`config.mk`:
```
export PLATFORM = sky130hd
export DESIGN_NAME = rsc_ctrl
export DESIGN_NICKNAME = d
export VERILOG_FILES = /design/src/rsc_stretch.v /design/src/rsc_ctrl.v
export VERILOG_INCLUDE_DIRS = /design/src
export SDC_FILE = /design/constraint.sdc
export NUM_CORES = 1
export LEC_CHECK = 0
export ABC_AREA = 0
export BUFFER_PORTS_ARGS = -buffer_cell sky130_fd_sc_hd__buf_2
export CAP_MARGIN = 20
export CORE_AREA = 2 2 161 163
export DETAILED_ROUTE_END_ITERATION = 8
export DIE_AREA = 0 0 163 165
export PLACE_DENSITY = 0.68
export RECOVER_POWER = 100
export SLEW_MARGIN = 25
export SYNTH_ARGS = -nofsm -noshare
export SYNTH_HDL_FRONTEND = slang
export SYNTH_HIERARCHICAL = 1
export SYNTH_SLANG_ARGS = --single-unit
```
`constraint.sdc`:
```
create_clock -name clk_i -period 6.5 [get_ports clk_i]
set_clock_uncertainty 0.15 [all_clocks]
set_input_delay 1.3 -clock clk_i [delete_from_list [all_inputs] [get_ports clk_i]]
set_output_delay 1.3 -clock clk_i [all_outputs]
set_load 0.01 [all_outputs]
```
`src/rsc_regs.vh`:
```
// register map, field positions, reset values and timing constants
`ifndef RSC_REGS_VH
`define RSC_REGS_VH

`define RSC_ADDR_W 12
`define RSC_OFF_STATUS0 12'h000
`define RSC_OFF_STATUS1 12'h004
`define RSC_OFF_CONFIG 12'h008
`define RSC_OFF_CAUSE 12'h00c

// reset_status_0 fields
`define RSC_S0_POR 0
`define RSC_S0_MON0 1
`define RSC_S0_MON1 2
`define RSC_S0_MON2 3
`define RSC_S0_DSBY 4
`define RSC_S0_BATT 5
// reset_status_1 fields
`define RSC_S1_INDEPENDENT_WATCHDOG 0
`define RSC_S1_WWDT 1
`define RSC_S1_SW 2
`define RSC_S1_PAR 3
`define RSC_S1_ECC 4
`define RSC_S1_BMPU 5
`define RSC_S1_SMPU 6
`define RSC_S1_SP 7
`define RSC_S1_SEC 8
`define RSC_S1_CPAR 9
// config fields
`define RSC_CF_MON0 0
`define RSC_CF_MON1 1
`define RSC_CF_MON2 2
`define RSC_CF_INDEPENDENT_WATCHDOG_NMI 3
`define RSC_CF_WWDT_NMI 4
`define RSC_CF_BATT_EN 5
`define RSC_CF_W 6
`define RSC_CF_RESET 6'h00

// variants
`define RSC_VAR_A 1'b0
`define RSC_VAR_B 1'b1

// timing in ns at 200 MHz (period 5 ns), except the deep standby hold, which is in cycles
`define RSC_CLK_NS 5
`define RSC_POR_NS 1000000
`define RSC_WDT_NS 200
`define RSC_SW_NS 300
`define RSC_MON_NS 10000
`define RSC_DSBY_CYC 35
`define RSC_CNT_W 20

`endif

```
`src/rsc_stretch.v`:
```
// hold-off counter: output stays high while the request is high and
// for a fixed count of cycles after it falls
`timescale 1ns/1ps
`default_nettype none
module rsc_stretch #(
  parameter CNT_W = 20,
  parameter [CNT_W-1:0] HOLD = 1
) (
  input wire clk_i,
  input wire arst_n_i,
  input wire req_i,
  output wire active_o
);
  reg [CNT_W-1:0] cnt;
  reg busy;
  always @(posedge clk_i or negedge arst_n_i) begin
    if (!arst_n_i) begin
      cnt <= {CNT_W{1'b0}};
      busy <= 1'b1;
    end else if (req_i) begin
      cnt <= HOLD;
      busy <= 1'b1;
    end else if (cnt != {CNT_W{1'b0}}) begin
      cnt <= cnt - {{(CNT_W-1){1'b0}}, 1'b1};
      busy <= 1'b1;
    end else begin
      busy <= 1'b0;
    end
  end
  assign active_o = busy;
endmodule // rsc_stretch
`default_nettype wire

```
`src/rsc_ctrl.v`:
```
// reset source controller: gathers reset sources, drives internal reset
//
// The APB register port and the address map are this design's own decisions.
`timescale 1ns/1ps
`include "rsc_regs.vh"
`default_nettype none
module rsc_ctrl #(
  parameter VARIANT = 0,
  parameter HAS_CACHE_PAR = 1,
  parameter [`RSC_CNT_W-1:0] POR_CYC = `RSC_POR_NS / `RSC_CLK_NS
) (
  input wire clk_i,
  input wire arst_n_i,
  input wire psel_i,
  input wire penable_i,
  input wire pwrite_i,
  input wire [`RSC_ADDR_W-1:0] paddr_i,
  input wire [31:0] pwdata_i,
  input wire [3:0] pstrb_i,
  output wire [31:0] prdata_o,
  output wire pready_o,
  output wire pslverr_o,
  input wire ext_reset_pin_n_i,
  input wire supply_above_por_i,
  input wire supply_below_batt_i,
  input wire [2:0] supply_below_mon_i,
  input wire indep_watchdog_underflow_i,
  input wire indep_watchdog_refresh_miss_i,
  input wire window_watchdog_underflow_i,
  input wire window_watchdog_refresh_miss_i,
  input wire sram_parity_err_i,
  input wire sram_ecc_err_i,
  input wire master_prot_err_i,
  input wire slave_prot_err_i,
  input wire stack_ptr_err_i,
  input wire security_err_i,
  input wire cache_parity_err_i,
  input wire deep_standby_wake_i,
  input wire core_sys_reset_request_i,
  output reg internal_reset_n_o,
  output reg nmi_o,
  output reg backup_on_battery_o
);
  localparam [`RSC_CNT_W-1:0] WDT_CYC =
    (`RSC_WDT_NS + `RSC_CLK_NS - 1) / `RSC_CLK_NS;
  localparam [`RSC_CNT_W-1:0] SW_CYC =
    (`RSC_SW_NS + `RSC_CLK_NS - 1) / `RSC_CLK_NS;
  localparam [`RSC_CNT_W-1:0] MON_CYC =
    (`RSC_MON_NS + `RSC_CLK_NS - 1) / `RSC_CLK_NS;
  localparam [`RSC_CNT_W-1:0] DSBY_CYC = `RSC_DSBY_CYC;
  localparam [0:0] VA = (VARIANT == 0);

  // reset domain states
  localparam [2:0] ST_POR = 3'b001;
  localparam [2:0] ST_HOLD = 3'b010;
  localparam [2:0] ST_RUN = 3'b100;

  // all pins and foreign-domain detectors pass two flops
  localparam NIN = 19;
  wire [NIN-1:0] raw = {cache_parity_err_i, security_err_i,
    stack_ptr_err_i, slave_prot_err_i, master_prot_err_i,
    sram_ecc_err_i, sram_parity_err_i, window_watchdog_refresh_miss_i,
    window_watchdog_underflow_i, indep_watchdog_refresh_miss_i,
    indep_watchdog_underflow_i, supply_below_mon_i, supply_below_batt_i,
    supply_above_por_i, ext_reset_pin_n_i, deep_standby_wake_i,
    core_sys_reset_request_i};
  reg [NIN-1:0] sync_a;
  reg [NIN-1:0] sync_b;
  always @(posedge clk_i or negedge arst_n_i) begin
    if (!arst_n_i) begin
      sync_a <= {NIN{1'b0}};
      sync_b <= {NIN{1'b0}};
    end else begin
      sync_a <= raw;
      sync_b <= sync_a;
    end
  end
  wire s_swreq = sync_b[0];
  wire s_dsby = sync_b[1];
  wire s_pin_n = sync_b[2];
  wire s_por_ok = sync_b[3];
  wire s_batt = sync_b[4];
  wire [2:0] s_mon = sync_b[7:5];
  wire s_independent_watchdog = sync_b[8] | sync_b[9];
  wire s_wwdt = sync_b[10] | sync_b[11];
  wire s_par = sync_b[12];
  wire s_ecc = sync_b[13];
  wire s_bmpu = sync_b[14];
  wire s_smpu = sync_b[15];
  wire s_sp = sync_b[16];
  wire s_sec = sync_b[17];
  wire s_cpar = sync_b[18];

  // named cfg: the plain word is a reserved keyword of the language
  reg [`RSC_CF_W-1:0] cfg;
  reg [5:0] status0;
  reg [9:0] status1;
  reg [2:0] state;
  reg [`RSC_CNT_W-1:0] por_cnt;
  reg swreq_d;
  reg dsby_d;

  // power-on: pin high while supply below threshold, then timed release
  wire por_cond = s_pin_n & ~s_por_ok;
  always @(posedge clk_i or negedge arst_n_i) begin
    if (!arst_n_i) begin
      state <= ST_POR;
      por_cnt <= {`RSC_CNT_W{1'b0}};
    end else begin
      case (state)
        ST_POR: begin
          if (!s_por_ok) begin
            por_cnt <= POR_CYC;
          end else if (por_cnt != {`RSC_CNT_W{1'b0}}) begin
            por_cnt <= por_cnt - {{(`RSC_CNT_W-1){1'b0}}, 1'b1};
          end else begin
            state <= ST_HOLD;
          end
        end
        ST_HOLD: begin
          if (por_cond) begin
            state <= ST_POR;
            por_cnt <= POR_CYC;
          end else begin
            state <= ST_RUN;
          end
        end
        ST_RUN: begin
          if (por_cond) begin
            state <= ST_POR;
            por_cnt <= POR_CYC;
          end
        end
        default: begin
          state <= ST_POR;
        end
      endcase
    end
  end
  wire in_por = (state == ST_POR);

  // event edges for one-shot requests
  always @(posedge clk_i or negedge arst_n_i) begin
    if (!arst_n_i) begin
      swreq_d <= 1'b0;
      dsby_d <= 1'b0;
    end else begin
      swreq_d <= s_swreq;
      dsby_d <= s_dsby;
    end
  end

  // enabled reset requests per source
  wire [2:0] mon_req = s_mon & cfg[`RSC_CF_MON2:`RSC_CF_MON0];
  wire independent_watchdog_rst = s_independent_watchdog & ~cfg[`RSC_CF_INDEPENDENT_WATCHDOG_NMI];
  wire wwdt_rst = s_wwdt & ~cfg[`RSC_CF_WWDT_NMI];
  wire batt_req = VA & s_batt & cfg[`RSC_CF_BATT_EN];
  wire smpu_req = VA & s_smpu;
  wire sp_req = VA & s_sp;
  wire sec_req = ~VA & s_sec;
  wire cpar_req = ~VA & (HAS_CACHE_PAR != 0) & s_cpar;
  wire dsby_req = ~VA & s_dsby & ~dsby_d;
  wire sw_req = s_swreq & ~swreq_d;
  wire err_req = s_par | s_ecc | s_bmpu | smpu_req | sp_req | sec_req |
    cpar_req;

  wire independent_watchdog_act;
  wire wwdt_act;
  wire sw_act;
  wire dsby_act;
  wire mon_act;
  rsc_stretch #(.CNT_W(`RSC_CNT_W), .HOLD(WDT_CYC)) u_independent_watchdog (
    .clk_i(clk_i), .arst_n_i(arst_n_i), .req_i(independent_watchdog_rst),
    .active_o(independent_watchdog_act));
  rsc_stretch #(.CNT_W(`RSC_CNT_W), .HOLD(WDT_CYC)) u_wwdt (
    .clk_i(clk_i), .arst_n_i(arst_n_i), .req_i(wwdt_rst),
    .active_o(wwdt_act));
  rsc_stretch #(.CNT_W(`RSC_CNT_W), .HOLD(SW_CYC)) u_sw (
    .clk_i(clk_i), .arst_n_i(arst_n_i), .req_i(sw_req),
    .active_o(sw_act));
  rsc_stretch #(.CNT_W(`RSC_CNT_W), .HOLD(DSBY_CYC)) u_dsby (
    .clk_i(clk_i), .arst_n_i(arst_n_i), .req_i(dsby_req),
    .active_o(dsby_act));
  rsc_stretch #(.CNT_W(`RSC_CNT_W), .HOLD(MON_CYC)) u_mon (
    .clk_i(clk_i), .arst_n_i(arst_n_i), .req_i(|mon_req),
    .active_o(mon_act));

  // internal reset: any source holds it, release on a clock edge
  wire any_src = in_por | ~s_pin_n | independent_watchdog_act | wwdt_act | sw_act |
    dsby_act | mon_act | batt_req | err_req;
  always @(posedge clk_i or negedge arst_n_i) begin
    if (!arst_n_i) begin
      internal_reset_n_o <= 1'b0;
      nmi_o <= 1'b0;
      backup_on_battery_o <= 1'b0;
    end else begin
      internal_reset_n_o <= ~any_src;
      nmi_o <= (s_independent_watchdog & cfg[`RSC_CF_INDEPENDENT_WATCHDOG_NMI]) |
        (s_wwdt & cfg[`RSC_CF_WWDT_NMI]);
      backup_on_battery_o <= s_batt;
    end
  end

  // apb slave, zero wait states
  wire acc = psel_i & penable_i;
  wire wr = acc & pwrite_i;
  wire hit_s0 = (paddr_i == `RSC_OFF_STATUS0);
  wire hit_s1 = (paddr_i == `RSC_OFF_STATUS1);
  wire hit_cf = (paddr_i == `RSC_OFF_CONFIG);
  wire hit_ca = (paddr_i == `RSC_OFF_CAUSE);
  wire mapped = hit_s0 | hit_s1 | hit_cf | hit_ca;
  // status flags clear by writing one; a new cause in the same cycle wins
  wire [5:0] clr0 = (wr & hit_s0 & pstrb_i[0]) ? pwdata_i[5:0] : 6'h00;
  wire [9:0] clr1 = (wr & hit_s1) ?
    (pwdata_i[9:0] & {{2{pstrb_i[1]}}, {8{pstrb_i[0]}}}) : 10'h000;

  wire [5:0] set0 = {batt_req, dsby_req, mon_req, in_por};
  wire [9:0] set1 = {cpar_req, sec_req, sp_req, smpu_req, s_bmpu, s_ecc,
    s_par, sw_req, wwdt_rst, independent_watchdog_rst};

  always @(posedge clk_i or negedge arst_n_i) begin
    if (!arst_n_i) begin
      cfg <= `RSC_CF_RESET;
      status0 <= 6'h00;
      status1 <= 10'h000;
    end else begin
      if (in_por) begin
        cfg <= `RSC_CF_RESET;
      end else if (wr & hit_cf & pstrb_i[0]) begin
        cfg <= pwdata_i[`RSC_CF_W-1:0];
      end
      status0 <= (status0 & ~clr0) | set0;
      if (!s_pin_n && !in_por) begin
        status0[`RSC_S0_POR] <= 1'b0;
      end
      status1 <= (status1 & ~clr1) | set1;
    end
  end

  reg [31:0] rdata;
  always @(posedge clk_i or negedge arst_n_i) begin
    if (!arst_n_i) begin
      rdata <= 32'h0000_0000;
    end else if (psel_i & ~penable_i & ~pwrite_i) begin
      rdata <= hit_s0 ? {26'h0, status0} :
        hit_s1 ? {22'h0, status1} :
        hit_cf ? {26'h0, cfg} :
        hit_ca ? {29'h0, state} : 32'h0000_0000;
    end
  end
  assign prdata_o = rdata;
  assign pready_o = 1'b1;
  assign pslverr_o = acc & ~mapped;
endmodule // rsc_ctrl
`default_nettype wire

```
== Yosys cells after proc, flatten, opt, wreduce, memory -nomap -nowiden ==
Cells that the tools add are included.

* Add/subtract/negate cells: 6
* Reduce and logical (&&, ||, !) cells: 20
* Equal/unequal tests: 11
* Bitwise logic cells: 52
* Mux-type cells: 35

{| class="wikitable"
|+ Operators with widths
! cell !! number
|-
| 20-bit two-way mux || 11
|-
| 20-bit nonzero test || 6
|-
| 20-bit by 1-bit subtractor with 20-bit output (second input constant) || 6
|-
| 20-bit one-hot mux with 2 select lines || 1
|-
| 10-bit two-way mux || 3
|-
| 12-bit by 4-bit == test with 1-bit output (second input constant) || 2
|-
| 6-bit two-way mux || 4
|-
| 10-bit bitwise AND || 2
|-
| 1-bit OR || 18
|-
| 1-bit bitwise AND || 17
|-
| 3-bit two-way mux || 5
|-
| 12-bit by 3-bit == test with 1-bit output (second input constant) || 1
|-
| 12-bit logical NOT || 1
|-
| 2-bit nonzero test || 6
|-
| 1-bit two-way mux || 10
|-
| 10-bit inverter || 1
|-
| 10-bit by 8-bit OR with 10-bit output || 1
|-
| 1-bit inverter || 9
|-
| 3-bit one-hot mux with 3 select lines || 1
|-
| 6-bit bitwise AND || 1
|-
| 2-bit != test (second input constant) || 3
|-
| 6-bit inverter || 1
|-
| 6-bit OR || 1
|-
| 3-bit AND reduction || 2
|-
| 10 further kinds || 11
|}

* Word-level logic and storage cells: 146
* Bits of input ports: 72
* Register bits after elaboration: 220

== Logic depth before layout (Yosys ltp) ==
* Depth after elaboration: 10
* Depth in mapped cells: 9

== Hierarchy ==
The synthesis kept the hierarchy.

{| class="wikitable"
|+ By module, submodules not included
! module !! sequential area each (um2) !! cells each !! area an instance (um2) !! times used
|-
| rsc_ctrl || 2278.4 || 368 || 3951.3 || 1
|-
| rsc_stretch at u_independent_watchdog || 526.8 || 125 || 1263.7 || 1
|-
| rsc_stretch at u_mon || 526.8 || 123 || 1217.4 || 1
|-
| rsc_stretch at u_sw || 526.8 || 121 || 1172.4 || 1
|-
| rsc_stretch at u_wwdt || 526.8 || 116 || 1137.3 || 1
|-
| rsc_stretch at u_dsby || 526.8 || 116 || 1127.3 || 1
|}

== Worst setup path before layout ==
OpenSTA, ideal clock, no wires.

* Kind: input to output
* From: input port paddr_i[7]
* To: output port pslverr_o
* Stages: 3
* Data arrival time: 2.154 ns
* Path slack: 2.896 ns
* Required time: 5.050 ns
* Buffers on the path: 0
* Cells stage by stage: nor4_2 -> nand3_2 -> and3_1

* Cells in the longest elaborated chain, start to end: 6
* Elaborated cells between the ends (all ways): 9
* Classes of those cells: eq/ne (3); bitwise (5); reduce/logical (1)

{| class="wikitable"
|+ Ends and longest elaborated chain
! item !! RTL line !! text
|-
| start, declared || rsc_ctrl.v:17 || <nowiki>input wire [`RSC_ADDR_W-1:0] paddr_i,</nowiki>
|-
| 12-bit by 3-bit == test with 1-bit output (no line) / 12-bit logical NOT (equally long branches) || -- ||
|-
| 1-bit OR (2 in series) || rsc_ctrl.v:211 || <nowiki>wire mapped = hit_s0 | hit_s1 | hit_cf | hit_ca;</nowiki>
|-
| 1-bit OR * || rsc_ctrl.v:211 ||
|-
| 1-bit inverter * || rsc_ctrl.v:253 || <nowiki>assign pslverr_o = acc & ~mapped;</nowiki>
|-
| 1-bit bitwise AND * || rsc_ctrl.v:253 ||
|-
| end, declared || rsc_ctrl.v:22 || <nowiki>output wire pslverr_o,</nowiki>
|}

Every way passes the cells marked *; elsewhere a longest branch is shown, timed or not.

== Worst setup path in the final report ==
* From: input port paddr_i[1]
* To: output port pslverr_o

Same word-level chain as after synthesis.

==> results.txt <==
CP endpoint: pslverr_o
Yosys top cell area share: 48.2%
Synth Flop Type: dfrtp_1
Adder-Cell Fraction of Synth Area: 1.52%
CTS-repair resized insts: 0
Startpoint types: input port
Tmin final: 4.33 ns
Total power: 2.92 mW
Worst flop-to-flop path startpoint: u_independent_watchdog/cnt[11]
Gr usage total: 16.1%
Antenna-violating nets left: 0
Largest net degree at the start of global routing: 111
Mapped Cells: 969
Share of post-route cells with drive strength above 1: 13.1%
Clk root buf: clkbuf_16
Cell taking the most area after synthesis: dfrtp_1
Mux cell area share after synthesis: 3.44%
Cell Area, Synth: 0.00987 mm^2
Min-Delay Startpoint: sync_a[4]
GPL Wtd Cong: 0.773
Post-synthesis cell type count: 77
Area contributors post-synth: dfrtp_1, nor2_1, a21oi_1, nand2_1, o31ai_1
Die X: 163 um
Final Hold Vio Count: 0
Initial antenna violation count: 3
1st-iter DRT viols: 439
Post-synthesis register bit count: 196
Flop2flop setup slack: 2.63 ns
Max IR drop VDD: 0.153 mV
Worst-Margin Slew: 2.69 ns
HPWL after DPL: 13900 um
Critical Path Fanout Max: 9
Routed length per placed instance: 15.1 um
Failing checks: max-capacitance violations, max-slew violations
Drt total wl: 20600 um
Die area: 0.0269 mm^2
Unrepaired setup endpoints after global routing: false
Post-synthesis average cell area: 10.2 um^2
I/O pin total: 109
Initial Util: 39.4%
Pwr dens: 272 mW/mm^2
FMAX: 231 MHz
First-pass GRT wire length: 35000 um
Grt ovf: 0
Crit path DAT: 2.88 ns
Worst-path clk slew: 0.07 ns
Area growth syn-to-layout: 9.03%
CP Class: input port to output port
Post-CTS Setup Bufs: 0
# Max-Cap Violations: 2
Port Buffers: 58
DRC viols: 0
Simple-Gate Fraction of Synth Area: 23.2%
CTS tree: built
Clock Path Buffers: 2
Slew HR: -79.3%
Standard-cell row count: 58
Critical Path Sink Type: output port
Crit path from: paddr_i[1]
DR vias: 7332
Layout net count: 1100
Yosys Warn Count: 6
Xor-xnor portion of the synthesized cell area: 2.13%
CTS H-tree depth: 4
Slew Viols, Final: 126
Final setup viols: 0
Vias per inst: 5.39
R2R cell count: 5
Leak Pwr: 4.43 nW
TNS Setup: 0 ns
Clk sinks: 196
Largest family of logic cells by synthesized area: simple AND/OR/NAND/NOR gates
Hold Path Class: flop to flop
Status: complete, but fails checks
Total CTS buffers: 17
Post-route clock period utilization: 66.6%
Clock latency on the worst-skew pair: 0.43 ns
Initial DRT Pass Iterations: 6
Core ar.: 0.0250 mm^2
CTS Hold Bufs: 0
Die height: 165 um
Post-synthesis sequential area ratio: 49.8%
Number of flops mapped to enable cells by yosys: 0
Critical Path RT: 5.05 ns
Reg2reg end: u_independent_watchdog/cnt[2]
Compound-Gate Fraction of Synth Area: 14.7%
Fill cells: 2377
Vias in the first global route: 7038
FFs w/ async S/R, synth: 100%
## metrics by stage
stage          utilization (%)  hold slack, ns  std cells  instance area (um^2)  worst slack, ns
4_1_cts                   43.5           0.202       1359                 10900             2.47
6_report                  43.0           0.200       1360                 10800             2.17
5_1_grt                   43.0           0.207       1359                 10800             1.42
3_5_place_dp              41.2           0.185       1327                 10300             2.47
3_3_place_gp              41.2           0.183       1327                 10300             2.53
2_1_floorplan                -           0.181        994                  9960             2.90
## registers in the layout, summed over array words and instances, names as in the netlist, 16 cells and up
| register | count |
|---|---|
| u_mon/cnt | 20 |
| sync_a | 16 |
| por_cnt | 20 |
| u_wwdt/cnt | 20 |
| u_dsby/cnt | 20 |
| sync_b | 16 |
| u_independent_watchdog/cnt | 20 |
| u_sw/cnt | 20 |
## cell usage in the layout, fill, tap and decap left out, types with 6 or more instances in the layout
cell type	instances
nor2_1	95
and3_1	7
clkbuf_16	17
mux2_2	13
o21ai_0	44
nand4_1	12
nand2b_1	7
ha_1	12
dfrtp_1	190
mux2i_1	8
nand4b_1	6
inv_6	6
nand3_1	31
conb_1	27
nor4_1	31
buf_2	42
xnor2_1	11
o31ai_1	30
nor3_1	21
clkbuf_1	17
nand2_1	61
inv_1	25
xor2_1	13
a21o_1	11
a31oi_1	18
a21boi_0	8
a21oi_1	63
or3_1	22
nor2b_1	25
a211oi_1	11
o41ai_1	6
or4_1	28
## critical path, cell delays in order
cell      delay [ns]
buf_2           0.09
nor4_1          0.56
nand3_1         0.45
and3_1          0.34
clkbuf_1        0.12
## Yosys cell counts, types with 4 or more instances
| library cell | n |
|---|---|
| or4_1 | 22 |
| a21boi_0 | 7 |
| nor3_1 | 20 |
| a21o_1 | 11 |
| nand4b_1 | 6 |
| ha_1 | 12 |
| o31ai_1 | 30 |
| inv_1 | 25 |
| o21ai_0 | 42 |
| mux2i_1 | 8 |
| nand3_1 | 30 |
| nor2b_1 | 26 |
| nor4b_1 | 4 |
| nor2_1 | 96 |
| o21a_1 | 4 |
| a21oi_1 | 63 |
| a211oi_1 | 11 |
| buf_6 | 8 |
| nand2_1 | 61 |
| o41ai_1 | 6 |
| or4_4 | 7 |
| buf_4 | 26 |
| dfstp_2 | 6 |
| nand4_1 | 12 |
| mux2_2 | 16 |
| xnor2_1 | 11 |
| a2111oi_0 | 4 |
| or3_2 | 5 |
| nand2b_1 | 7 |
| a31oi_1 | 18 |
| or3_1 | 21 |
| nor4_1 | 28 |
| nor4_2 | 6 |
| nand3b_1 | 4 |
| and3_1 | 7 |
| or4_2 | 5 |
| clkbuf_1 | 22 |
| dfrtp_1 | 190 |
| xor2_1 | 13 |
| nor3b_1 | 5 |
| or2_2 | 4 |
## how the worst min path moves through the flow
stage                     slack (ns)    endpoint  cells past startpoint
after floorplan                 0.18   sync_b[0]                      0
after global placement          0.18   sync_b[4]                      0
after detailed placement        0.18   sync_b[0]                      0
after CTS                       0.20   sync_b[0]                      0
after global routing            0.21  sync_b[10]                      0
final                           0.20   sync_b[4]                      0
## cell type report
| type | count | area, um^2 | area share (%) |
|---|---|---|---|
| clock inverters | 14 | 143 | 1.33 |
| diodes | 1 | 2.50 | 0.0233 |
| multi-input cells | 711 | 4440 | 41.3 |
| inverters | 25 | 93.8 | 0.872 |
| repair buffers | 65 | 314 | 2.92 |
| clock buffers | 18 | 439 | 4.08 |
| flip-flops and latches | 196 | 4910 | 45.7 |
| well taps | 330 | 413 | 3.84 |
## report_power, final
group	switching, mW	total [mW]	internal (mW)	leakage [nW]
registers	0.122	1.45	1.33	2.45
logic	0.252	0.426	0.174	1.70
clock network	0.495	1.05	0.552	0.283
## layer usage
metal	track usage [%]	routed length [um]	vias to the layer above
met2	25.8	9490	156
met4	4.71	261	4
met3	3.29	1020	22
li1	-	-	3610
met5	0	24	-
met1	22.3	9790	3540
## cells by family after synthesis
kind of cell             Yosys count
AND/OR/NAND/NOR                  398
flip-flops                       196
AO/OA/AOI/OAI                    222
buffers and inverters             87
other                              2
adder cells (fa/ha/maj)           12
multiplexers                      28
XOR/XNOR                          24
Power figures use the tool's default switching activity.
